## src/flash_status_pkg.sv

```systemverilog
package flash_status_pkg;
  // bus geometry
  localparam int ADDR_W = 22;
  localparam int DATA_W = 8;
  // data line bit positions
  localparam int POLL_BIT = 7;
  localparam int TOGGLE_BIT = 6;
  localparam int FAIL_BIT = 5;
  localparam int WINDOW_BIT = 3;
  localparam int SEC_TOGGLE_BIT = 2;
  // command values
  localparam logic [7:0] CMD_RESET = 8'hF0;
  // clock rate and bus cycle timing
  localparam int CLK_HZ = 20000000;
  localparam int CYCLE_NS = 100;
  localparam int CYCLE_CLKS = (CYCLE_NS * (CLK_HZ / 1000000) + 999) / 1000;
  localparam logic [3:0] CYCLE_CNT = 4'(CYCLE_CLKS);
  // end of poll result codes
  localparam logic [1:0] RES_DONE = 2'h0;
  localparam logic [1:0] RES_FAIL = 2'h1;
  localparam logic [1:0] RES_SUSPENDED = 2'h2;
  typedef enum logic [1:0] {
    BUS_IDLE,
    BUS_ACTIVE,
    BUS_RECOVER
  } bus_state_t;
  typedef enum logic [3:0] {
    ST_IDLE,
    ST_WRITE,
    ST_READ_A,
    ST_READ_B,
    ST_CHECK,
    ST_FAIL_READ,
    ST_RECHECK,
    ST_RESET_CMD,
    ST_DONE
  } poll_state_t;
endpackage

```

## src/flash_cycle_if.sv

```systemverilog
`timescale 1ns/1ps
interface flash_cycle_if;
  import flash_status_pkg::*;
  logic req;
  logic wr;
  logic [ADDR_W-1:0] addr;
  logic [DATA_W-1:0] wdata;
  logic [DATA_W-1:0] rdata;
  logic done;
  modport master (output req, output wr, output addr, output wdata, input rdata, input done);
  modport engine (input req, input wr, input addr, input wdata, output rdata, output done);
endinterface

```

## src/flash_bus_cycle.sv

```systemverilog
`timescale 1ns/1ps
module flash_bus_cycle
  import flash_status_pkg::*;
(
  input wire logic clk_in,
  input wire logic resetn_in,
  flash_cycle_if.engine cyc,
  // pins
  output logic [ADDR_W-1:0] addr_q_out,
  output logic [DATA_W-1:0] data_o_out,
  output logic data_oe_out,
  input wire logic [DATA_W-1:0] data_sync_in,
  output logic ce_n_out,
  output logic oe_n_out,
  output logic we_n_out
);
  bus_state_t st_q, st_d;
  logic [3:0] cnt_q, cnt_d;
  logic [ADDR_W-1:0] a_q, a_d;
  logic [DATA_W-1:0] wd_q, wd_d, rd_q, rd_d;
  logic wr_q, wr_d, ce_q, ce_d, oe_q, oe_d, we_q, we_d, den_q, den_d, done_q, done_d;

  // ----------------------------------------
  // one strobe per cycle, ce and oe both released after every read
  // ----------------------------------------
  always_comb begin
    st_d = st_q;
    cnt_d = cnt_q;
    a_d = a_q;
    wd_d = wd_q;
    rd_d = rd_q;
    wr_d = wr_q;
    ce_d = ce_q;
    oe_d = oe_q;
    we_d = we_q;
    den_d = den_q;
    done_d = 1'b0;
    case (st_q)
      BUS_IDLE: begin
        if (cyc.req) begin
          a_d = cyc.addr;
          wd_d = cyc.wdata;
          wr_d = cyc.wr;
          ce_d = 1'b0;
          oe_d = cyc.wr;
          we_d = !cyc.wr;
          den_d = cyc.wr;
          cnt_d = CYCLE_CNT;
          st_d = BUS_ACTIVE;
        end
      end
      BUS_ACTIVE: begin
        if (cnt_q != 4'h0) begin
          cnt_d = cnt_q - 4'h1;
        end else begin
          rd_d = data_sync_in;
          ce_d = 1'b1;
          oe_d = 1'b1;
          we_d = 1'b1;
          cnt_d = CYCLE_CNT;
          st_d = BUS_RECOVER;
        end
      end
      BUS_RECOVER: begin
        den_d = 1'b0;
        if (cnt_q != 4'h0) begin
          cnt_d = cnt_q - 4'h1;
        end else begin
          done_d = 1'b1;
          st_d = BUS_IDLE;
        end
      end
      default: st_d = BUS_IDLE;
    endcase
  end

  always_ff @(posedge clk_in or negedge resetn_in) begin
    if (!resetn_in) begin
      st_q <= BUS_IDLE;
      cnt_q <= 4'h0;
      a_q <= '0;
      wd_q <= '0;
      rd_q <= '0;
      wr_q <= 1'b0;
      ce_q <= 1'b1;
      oe_q <= 1'b1;
      we_q <= 1'b1;
      den_q <= 1'b0;
      done_q <= 1'b0;
    end else begin
      st_q <= st_d;
      cnt_q <= cnt_d;
      a_q <= a_d;
      wd_q <= wd_d;
      rd_q <= rd_d;
      wr_q <= wr_d;
      ce_q <= ce_d;
      oe_q <= oe_d;
      we_q <= we_d;
      den_q <= den_d;
      done_q <= done_d;
    end
  end

  assign cyc.rdata = rd_q;
  assign cyc.done = done_q;
  assign addr_q_out = a_q;
  assign data_o_out = wd_q;
  assign data_oe_out = den_q;
  assign ce_n_out = ce_q;
  assign oe_n_out = oe_q;
  assign we_n_out = we_q;
endmodule

```

## src/flash_write_status_reporter.sv

```systemverilog
// Functional notes
// - host reads status at the programmed address
// - host reads erase status inside a selected sector
// - bit 7 may change early; take data on the next read; the sequencer reports the read in which bit 7 matched
// - read cycles may be delimited by output strobe or chip select
// - host reads twice and compares toggle bits; equal means done
// - toggling with fail flag set: recheck, then reset on failure
// - interrupted polling restarts from the first double read; here abort returns to idle and a new start rewrites the command first
// - host rereads status after seeing the fail flag
// - write F0 anywhere returns device to array read
`timescale 1ns/1ps
module flash_write_status_reporter
  import flash_status_pkg::*;
(
  // clock and reset
  input wire logic clk_in,
  input wire logic resetn_in,
  // user command port
  input wire logic start_in,
  input wire logic [ADDR_W-1:0] cmd_addr_in,
  input wire logic [DATA_W-1:0] cmd_data_in,
  input wire logic use_poll_in,
  input wire logic abort_in,
  output logic busy_out,
  output logic done_out,
  output logic [1:0] result_out,
  output logic [DATA_W-1:0] last_status_out,
  output logic ready_level_out,
  // flash pins
  output logic [ADDR_W-1:0] flash_addr_out,
  input wire logic [DATA_W-1:0] flash_data_in,
  output logic [DATA_W-1:0] flash_data_out,
  output logic flash_data_oe_out,
  output logic flash_ce_n_out,
  output logic flash_oe_n_out,
  output logic flash_we_n_out,
  input wire logic ready_busy_n_in
);
  flash_cycle_if cyc ();
  logic [DATA_W-1:0] din_s1_q, din_s2_q;
  logic rb_s1_q, rb_s2_q;
  poll_state_t st_q, st_d;
  logic [ADDR_W-1:0] addr_q, addr_d;
  logic [DATA_W-1:0] wdat_q, wdat_d, first_q, first_d, stat_q, stat_d;
  logic poll_q, poll_d, req_q, req_d, wr_q, wr_d, done_q, done_d, busy_q, busy_d;
  logic [1:0] res_q, res_d;
  logic [ADDR_W-1:0] cyc_addr_q, cyc_addr_d;
  logic [DATA_W-1:0] cyc_wd_q, cyc_wd_d;

  // ----------------------------------------
  // pin synchronisers
  // ----------------------------------------
  always_ff @(posedge clk_in or negedge resetn_in) begin
    if (!resetn_in) begin
      din_s1_q <= '0;
      din_s2_q <= '0;
      rb_s1_q <= 1'b1;
      rb_s2_q <= 1'b1;
    end else begin
      din_s1_q <= flash_data_in;
      din_s2_q <= din_s1_q;
      rb_s1_q <= ready_busy_n_in;
      rb_s2_q <= rb_s1_q;
    end
  end

  flash_bus_cycle u_cycle (
    .clk_in(clk_in),
    .resetn_in(resetn_in),
    .cyc(cyc.engine),
    .addr_q_out(flash_addr_out),
    .data_o_out(flash_data_out),
    .data_oe_out(flash_data_oe_out),
    .data_sync_in(din_s2_q),
    .ce_n_out(flash_ce_n_out),
    .oe_n_out(flash_oe_n_out),
    .we_n_out(flash_we_n_out)
  );
  assign cyc.req = req_q;
  assign cyc.wr = wr_q;
  assign cyc.addr = cyc_addr_q;
  assign cyc.wdata = cyc_wd_q;

  // ----------------------------------------
  // helpers
  // ----------------------------------------
  function automatic logic toggles(input logic [DATA_W-1:0] a, input logic [DATA_W-1:0] b);
    toggles = (a[TOGGLE_BIT] != b[TOGGLE_BIT]);
  endfunction

  function automatic logic poll_true(input logic [DATA_W-1:0] s, input logic [DATA_W-1:0] t);
    poll_true = (s[POLL_BIT] == t[POLL_BIT]);
  endfunction

  // ----------------------------------------
  // completion sequencer
  // ----------------------------------------
  always_comb begin
    st_d = st_q;
    addr_d = addr_q;
    wdat_d = wdat_q;
    first_d = first_q;
    stat_d = stat_q;
    poll_d = poll_q;
    req_d = 1'b0;
    wr_d = wr_q;
    cyc_addr_d = cyc_addr_q;
    cyc_wd_d = cyc_wd_q;
    done_d = 1'b0;
    busy_d = busy_q;
    res_d = res_q;
    case (st_q)
      ST_IDLE: begin
        if (start_in) begin
          addr_d = cmd_addr_in;
          wdat_d = cmd_data_in;
          poll_d = use_poll_in;
          busy_d = 1'b1;
          // the final write strobe; status reads follow its rising edge
          req_d = 1'b1;
          wr_d = 1'b1;
          cyc_addr_d = cmd_addr_in;
          cyc_wd_d = cmd_data_in;
          st_d = ST_WRITE;
        end
      end
      ST_WRITE: begin
        if (cyc.done) begin
          // status reads go to the programmed or erased location
          req_d = 1'b1;
          wr_d = 1'b0;
          cyc_addr_d = addr_q;
          st_d = ST_READ_A;
        end
      end
      ST_READ_A: begin
        if (cyc.done) begin
          first_d = cyc.rdata;
          req_d = 1'b1;
          st_d = ST_READ_B;
        end
      end
      ST_READ_B: begin
        if (cyc.done) begin
          stat_d = cyc.rdata;
          st_d = ST_CHECK;
        end
      end
      ST_CHECK: begin
        if (abort_in) begin
          // a later start issues the write cycle again before the double read
          busy_d = 1'b0;
          st_d = ST_IDLE;
        end else if (poll_q ? poll_true(stat_q, wdat_q) : !toggles(first_q, stat_q)) begin
          // bit 6 held while bit 2 toggles with ready high: erase suspended, not done
          if (!poll_q && stat_q[SEC_TOGGLE_BIT] != first_q[SEC_TOGGLE_BIT]
              && first_q[POLL_BIT] && stat_q[POLL_BIT] && rb_s2_q) begin
            res_d = RES_SUSPENDED;
          end else begin
            res_d = RES_DONE;
          end
          st_d = ST_DONE;
        end else if (stat_q[FAIL_BIT]) begin
          first_d = stat_q;
          req_d = 1'b1;
          st_d = ST_FAIL_READ;
        end else begin
          first_d = stat_q;
          req_d = 1'b1;
          st_d = ST_READ_B;
        end
      end
      ST_FAIL_READ: begin
        if (cyc.done) begin
          stat_d = cyc.rdata;
          st_d = ST_RECHECK;
        end
      end
      ST_RECHECK: begin
        if (poll_q ? poll_true(stat_q, wdat_q) : !toggles(first_q, stat_q)) begin
          res_d = RES_DONE;
          st_d = ST_DONE;
        end else begin
          req_d = 1'b1;
          wr_d = 1'b1;
          cyc_wd_d = CMD_RESET;
          res_d = RES_FAIL;
          st_d = ST_RESET_CMD;
        end
      end
      ST_RESET_CMD: begin
        if (cyc.done) begin
          st_d = ST_DONE;
        end
      end
      ST_DONE: begin
        // valid array data only from the following read cycle
        done_d = 1'b1;
        busy_d = 1'b0;
        st_d = ST_IDLE;
      end
      default: st_d = ST_IDLE;
    endcase
  end

  always_ff @(posedge clk_in or negedge resetn_in) begin
    if (!resetn_in) begin
      st_q <= ST_IDLE;
      addr_q <= '0;
      wdat_q <= '0;
      first_q <= '0;
      stat_q <= '0;
      poll_q <= 1'b0;
      req_q <= 1'b0;
      wr_q <= 1'b0;
      cyc_addr_q <= '0;
      cyc_wd_q <= '0;
      done_q <= 1'b0;
      busy_q <= 1'b0;
      res_q <= RES_DONE;
    end else begin
      st_q <= st_d;
      addr_q <= addr_d;
      wdat_q <= wdat_d;
      first_q <= first_d;
      stat_q <= stat_d;
      poll_q <= poll_d;
      req_q <= req_d;
      wr_q <= wr_d;
      cyc_addr_q <= cyc_addr_d;
      cyc_wd_q <= cyc_wd_d;
      done_q <= done_d;
      busy_q <= busy_d;
      res_q <= res_d;
    end
  end

  assign busy_out = busy_q;
  assign done_out = done_q;
  assign result_out = res_q;
  assign last_status_out = stat_q;
  assign ready_level_out = rb_s2_q;
endmodule

```

## config.mk

```make
export PLATFORM = sky130hd
export DESIGN_NAME = flash_write_status_reporter
export DESIGN_NICKNAME = d
export VERILOG_FILES = /design/src/flash_status_pkg.sv /design/src/flash_cycle_if.sv /design/src/flash_bus_cycle.sv /design/src/flash_write_status_reporter.sv
export SDC_FILE = /design/constraint.sdc
export NUM_CORES = 1
export LEC_CHECK = 0
export BUFFER_PORTS_ARGS = -buffer_cell sky130_fd_sc_hd__buf_2
export CAP_MARGIN = 5
export CORE_MARGIN = 4
export CORE_UTILIZATION = 43
export CTS_CLUSTER_SIZE = 14
export DETAILED_ROUTE_END_ITERATION = 10
export HOLD_SLACK_MARGIN = 0.08
export REMOVE_ABC_BUFFERS = 1
export SYNTH_ARGS = -nofsm -noshare
export SYNTH_HDL_FRONTEND = slang
export SYNTH_SLANG_ARGS = --single-unit
export TNS_END_PERCENT = 5
```

## constraint.sdc

```tcl
create_clock -name clk_in -period 3.6 [get_ports clk_in]
set_input_delay 0.36 -clock clk_in [delete_from_list [all_inputs] [get_ports clk_in]]
set_output_delay 0.36 -clock clk_in [all_outputs]
set_load 0.05 [all_outputs]
```

==> run metrics, run 1 <==
RSZ-0062 raised after global routing=no; Worst-path clk slew=0.06 ns; cts bufs inserted=17; Finish-stage setup viols=0; status=finished, final reports clean; I/O Buffers=90; routed wl met3=469 um; Root Buffer=clkbuf_16; Pre-antenna DRT Iters=4; final max-slew violation count=0; Avg Synthesized Cell Area=about 11 um^2; reg-to-reg critical path startpoint=st_q[0]; vias in the first global route=between 4,000 and 5,000; Post-Synthesis Cells=511; first-pass GRT wire length=20.7 mm; die area=between 0.015 and 0.02 mm^2; DIE HEIGHT=125 um; Max Root-Sink Buffers=2; DR vias=3,993; setup tns final=0 ns; Final Hold Viols=0; peak fanout along the critical path=20; Seq cells post-synth=142; wire per inst=14.7 um; vias per cell=5.01; Initial Utilization=44.1%; Setup crit start kind=flip-flop; Final Skew=0.00545 ns; most common cell after layout, fill and taps aside=dfrtp_1; Post-CTS Setup Bufs=0; Sw Share=a little under two fifths; maximum VDD drop=439 uV; final cell count without fillers=roughly 800; GRT overflow=0; wl on met1=roughly 5.4 mm; Post-synth EDFFs=0; reg2reg end=cyc.wdata[0]; Die X-Extent=125 um; switching pwr=0.00260 W; gr usage total=roughly 16%; number of diodes=0; register area=roughly 0.0036 mm^2; Multi-input gate area=0.00216 mm^2; critical setup path kind=flip-flop to flip-flop; YS warnings=0; Clk pwr share=26.3%; Max-cap violations=0; Reg2Reg Depth=5; placed insts=756; post-synthesis async set-or-reset flop share=100%; CP endpoint=cyc.wdata[0]; row cnt=42; DP Worst Slack=1.30 ns; most frequent cells in the layout=137 x dfrtp_1, 115 x nand2_1, 89 x buf_2; Worst setup EP type=flip-flop; CTS tree=done; post-layout net count=between 600 and 700; largest net degree at the start of global routing=~100; Placed Instance Area=about 0.0065 mm^2; post-route setup slack=1.31 ns; period utilization=roughly 64%; routed wl met2=around 5.8 mm; critical path, cell by cell=nor2_1, nand3_1, buf_4, nand2_1, o21ai_0; reg-to-reg setup timing slack=1.31 ns; max frequency=0.436 GHz; drt initial violations=169; Critical-path top delay cell=dfrtp_1; P per Cell Area=949 mW/mm^2; design area=0.00718 mm^2; Leakage=3.36 nW; Netlist cell types=48; share of power burned in registers=38.4%; Comb power frac=about a third; Area growth syn-to-layout=22.3%; Worst Tran Pin Value=0.916 ns; final wirelength=11.7 mm; worst skew pair latency=0.41 ns; Critical Path Source=st_q[0]; minimum clock period=2.29 ns; Rel. slew slack=about two fifths; DP HPWL=7.71 mm; Final ANT Viol Nets=0; CTS H-tree depth=4; CP max stage delay=0.60 ns; IO Count=91; sequential fraction of the synthesis area=between 60% and 70%; WP data arrival=2.58 ns; hold crit path type=input pin to asynchronous set/reset pin; antenna violations before repair=0; top sig layer=met4; layout cells sized above 1=30.3%; Top FF cell, synth=dfrtp_1; core area=0.0133 mm^2; cell-internal power=0.00421 W; WP data required=3.89 ns; routability cong.=0.886; fillers=about 1,200; Post-Syn Area=0.00587 mm^2; DRC=0; clock sink count=approximately 140
==> critical path, delay by kind of cell (launching register included) <==
family,cells,cell delay (ns)
buffers and inverters,1,0.41
AOI/OAI and AO/OA,1,0.07
DFF,1,0.60
and+or+nand+nor,3,1.09
==> repair_timing <==
| item | in CTS | in global routing |
|---|---|---|
| hold buffers | 9 | 0 |
| endpoints found under the setup margin | 0 | 0 |
| endpoints found under the hold margin | 9 | 0 |
| resized for setup | 0 | 0 |
==> stage by stage <==
stage	power, W	hold slack (ns)	utilization [%]
floorplan	0.00443	0.0644	-
global placement	0.00499	0.331	48.7
detailed placement	0.00507	0.335	48.7
CTS	0.00689	0.102	54.0
global route	0.00726	0.137	54.0
finish	0.00681	0.0434	54.0
==> cells by family (layout without fill, tap and decap cells) <==
kind of cell / Yosys count / count (layout) / share of synthesized area (%)
AND/OR/NAND/NOR: 168 / 168 / 12.7
flip-flops: 142 / 142 / 60.7
AO/OA/AOI/OAI: 79 / 79 / 7.91
multiplexers: 77 / 77 / 14.3
buffers and inverters: 35 / 145 / 2.62
adder cells (fa/ha/maj): 5 / 5 / 1.07
XOR/XNOR: 5 / 5 / 0.746
==> worst min-delay path by stage <==
stage,start,endpoint,slack [ns],cells past startpoint
final,resetn_in,u_cycle.addr_q_out[14],0.04,1
after global routing,resetn_in,u_cycle.addr_q_out[14],0.14,1
after CTS,resetn_in,addr_q[18],0.10,1
after detailed placement,din_s1_q[4],din_s2_q[4],0.33,0
after global placement,din_s1_q[4],din_s2_q[4],0.33,0
after floorplan,resetn_in,addr_q[0],0.06,0
==> synthesized netlist by cell type, types with 5 or more instances <==
master / instances / area share (%)
mux2i_1: 24 / 4.1
nor2_1: 19 / 1.2
a21oi_1: 20 / 1.7
o21ai_0: 39 / 3.3
buf_2: 6 / 0.51
inv_1: 8 / 0.51
mux2_2: 53 / 10
dfrtp_1: 137 / 58
ha_1: 5 / 1.1
nand2_1: 116 / 7.4
xnor2_1: 5 / 0.75
clkbuf_1: 14 / 0.90
dfstp_2: 5 / 2.2
==> per-layer routing <==
metal | up-vias | global-route usage [%]
li1 | 1950 | -
met1 | 1960 | 21.9
met2 | 68 | 25.7
met3 | 15 | 4.97
met4 | 0 | 5.42
met5 | - | 0
==> layout make-up <==
class                      instances  share of cell area, %
inverter                           9                  0.471
timing repair buffer             104                   8.32
multi-input combinational        334                   30.0
tap                              176                   3.07
clock inverter                    10                   1.88
clock buffer                      22                   6.61
sequential                       142                   49.6
==> power by group through the flow <==
stage | sequential, W | clock, W | combinational, W
6_report | 0.00262 | 0.00179 | 0.00240
3_3_place_gp | 0.00261 | 0 | 0.00238
5_1_grt | 0.00272 | 0.00191 | 0.00263
3_5_place_dp | 0.00265 | 0 | 0.00242
4_1_cts | 0.00262 | 0.00183 | 0.00244
2_1_floorplan | 0.00331 | 0 | 0.00112
(Power assumes the default switching activity.)
==> inputs of run 2 (changes only) <==
PLACE_DENSITY = 0.66   (was default)
clock period = 2.05 ns   (was 3.6 ns; I/O delays follow)
==> run metrics, run 2 (same netlist as run 1, synthesis figures left out) <==
Max Root-Sink Buffers=2 (unchanged); Worst setup EP type=flip-flop; critical setup path kind=flip-flop to flip-flop; top sig layer=met4; Design Power=0.0118 W (+73%); reg2reg end=u_cycle.cyc.rdata[3]; end of the worst hold path=busy_out; vias in the first global route=4,345 (+6.1%); hold crit path type=input pin to flip-flop; maximum VDD drop=776 uV (+77%); max frequency=0.525 GHz (+20%); Root Buffer=clkbuf_16; Setup crit start kind=flip-flop; GRT overflow=0 (unchanged); Critical-path top delay cell=and2_1; worst path buffer plus inverter count=1 (unchanged); routed wl met2=6.34 mm (+9.9%); Leakage=3.54 nW (+5.5%); DP HPWL=8.20 mm (+6.3%); antenna violations before repair=0 (unchanged); Comb power frac=38.1% (+2.8 points); Critical Path Source=u_cycle.cnt_q[0]; Max-cap violations=0 (unchanged); layout cells sized above 1=29.7% (-0.54 points); core area=0.0133 mm^2 (unchanged); register area=0.00356 mm^2 (unchanged); Reg2Reg Depth=5 (unchanged); largest delay contributor family on the critical path=simple AND/OR/NAND/NOR gates; Clk pwr share=23.2% (-3.1 points); Initial Utilization=44.1% (unchanged); Worst-path clk slew=0.05 ns (about the same); Hold Path Stages=3; row cnt=42 (unchanged); final wirelength=12.2 mm (+4.3%); vias per cell=4.98 (-0.70%); Pre-antenna DRT Iters=4 (unchanged); DR vias=4,189 (+4.9%); wire per inst=14.5 um (-1.3%); placed insts=770 (+1.9%); peak fanout along the critical path=8 (-60%); Sw Share=38.7% (+0.58 points); share of power burned in registers=38.7% (+0.3 points); I/O Buffers=90 (unchanged); RSZ-0062 raised after global routing=no; Die X-Extent=125 um (unchanged); WP data arrival=2.19 ns (-0.39 ns); most frequent cells in the layout=137 x dfrtp_1, 116 x nand2_1, 89 x buf_2; fillers=1,077 (-8.5%); Worst Tran Pin Value=0.611 ns (-0.305 ns); worst skew pair latency=0.41 ns (about the same); routed wl met3=453 um (-3.4%); post-layout net count=703 (+7.0%); period utilization=92.9% (+29 points); DRC=0 (unchanged); gr usage total=16.5% (+0.067 points); die area=0.0156 mm^2 (unchanged); routability cong.=0.839 (-5.3%); reg-to-reg critical path startpoint=u_cycle.cnt_q[0]; Final Skew=0.00608 ns (+0.000631 ns); CTS tree=done; fin util=57.0% (+3.1 points); CP max stage delay=0.43 ns (-0.17 ns); clock sink count=142 (unchanged); wl on met1=5.27 mm (-1.7%); Final Hold Viols=0 (unchanged); largest net degree at the start of global routing=59 (-42%); reg-to-reg setup timing slack=0.14 ns (-1.16 ns); cell-internal power=0.00724 W (+72%); status=finished, final reports clean; switching pwr=0.00458 W (+76%); Area growth syn-to-layout=29.2%; IO Count=91 (unchanged); final max-slew violation count=0 (unchanged); P per Cell Area=1560 mW/mm^2 (+64%); first-pass GRT wire length=20.9 mm (+0.93%); cell depth of the worst setup path=5 (unchanged); final cell count without fillers=842 (+5.6%); WP data required=2.34 ns (-1.55 ns); drt initial violations=207 (+22%); Final ANT Viol Nets=0 (unchanged); Finish-stage setup viols=0 (unchanged); most common cell after layout, fill and taps aside=dfrtp_1; cts bufs inserted=17 (unchanged); Rel. slew slack=58.1% (+19 points); CTS H-tree depth=4 (unchanged); minimum clock period=1.91 ns (-0.388 ns); critical path, cell by cell=inv_1, ha_1, nor3b_1, and2_1, mux2_2; hold_sp=start_in; Multi-input gate area=0.00216 mm^2 (+0.12%); number of diodes=0 (unchanged); DIE HEIGHT=125 um (unchanged)
[run 2: worst register-to-register path, cell delays in order, from the launching register on]
cell and delay [ns]:
dfrtp_1 0.40, inv_1 0.07, ha_1 0.20, nor3b_1 0.31
and2_1 0.43, mux2_2 0.39
[run 2: layout make-up]
cell class	count	share of cell area, %
Multi-Input combinational cell	334	28.5
Tap cell	176	2.90
Inverter	9	0.446
Sequential cell	142	46.9
Clock buffer	23	6.04
Clock inverter	8	0.891
Timing Repair Buffer	150	14.3
[run 2: worst max path at each step]
stage / to / slack [ns]
after CTS: u_cycle.cyc.rdata[3] / 0.14
after floorplan: cyc.addr[0] / -0.03
final: u_cycle.cyc.rdata[3] / 0.14
after global routing: u_cycle.cyc.rdata[2] / 0.05
after detailed placement: u_cycle.cyc.rdata[3] / 0.15
after global placement: u_cycle.cyc.rdata[0] / 0.24
[run 2: timing repair]
action                     CTS  global route
buffers inserted             0             0
resized for setup            0             0
hold buffers                41             0
hold endpoints to repair    92             0
setup endpoints to repair    0             0
[run 2: through the flow]
step | setup WS (ns) | instance area, um^2 | hold slack, ns | TNS [ns]
floorplan | -0.0333 | 5750 | -0.0906 | -0.732
global placement | 0.239 | 6650 | 0.212 | 0
detailed placement | 0.150 | 6650 | 0.218 | 0
CTS | 0.143 | 7580 | 0.147 | 0
global route | 0.0543 | 7580 | 0.155 | 0
finish | 0.145 | 7580 | 0.162 | 0
[run 2: power groups by stage]
| stage | clock [W] | sequential [W] | combinational, W |
|---|---|---|---|
| floorplan | 0 | 0.00582 | 0.00196 |
| global placement | 0 | 0.00454 | 0.00435 |
| detailed placement | 0 | 0.00462 | 0.00448 |
| CTS | 0.00281 | 0.00458 | 0.00455 |
| global route | 0.00295 | 0.00471 | 0.00490 |
| finish | 0.00274 | 0.00457 | 0.00450 |
[run 2: layer usage]
layer  GRT usage [%]  vias to the layer above
met3            4.89                       12
li1                -                     2033
met5               0                        -
met4            6.32                        0
met2            27.4                       85
met1            20.2                     2059
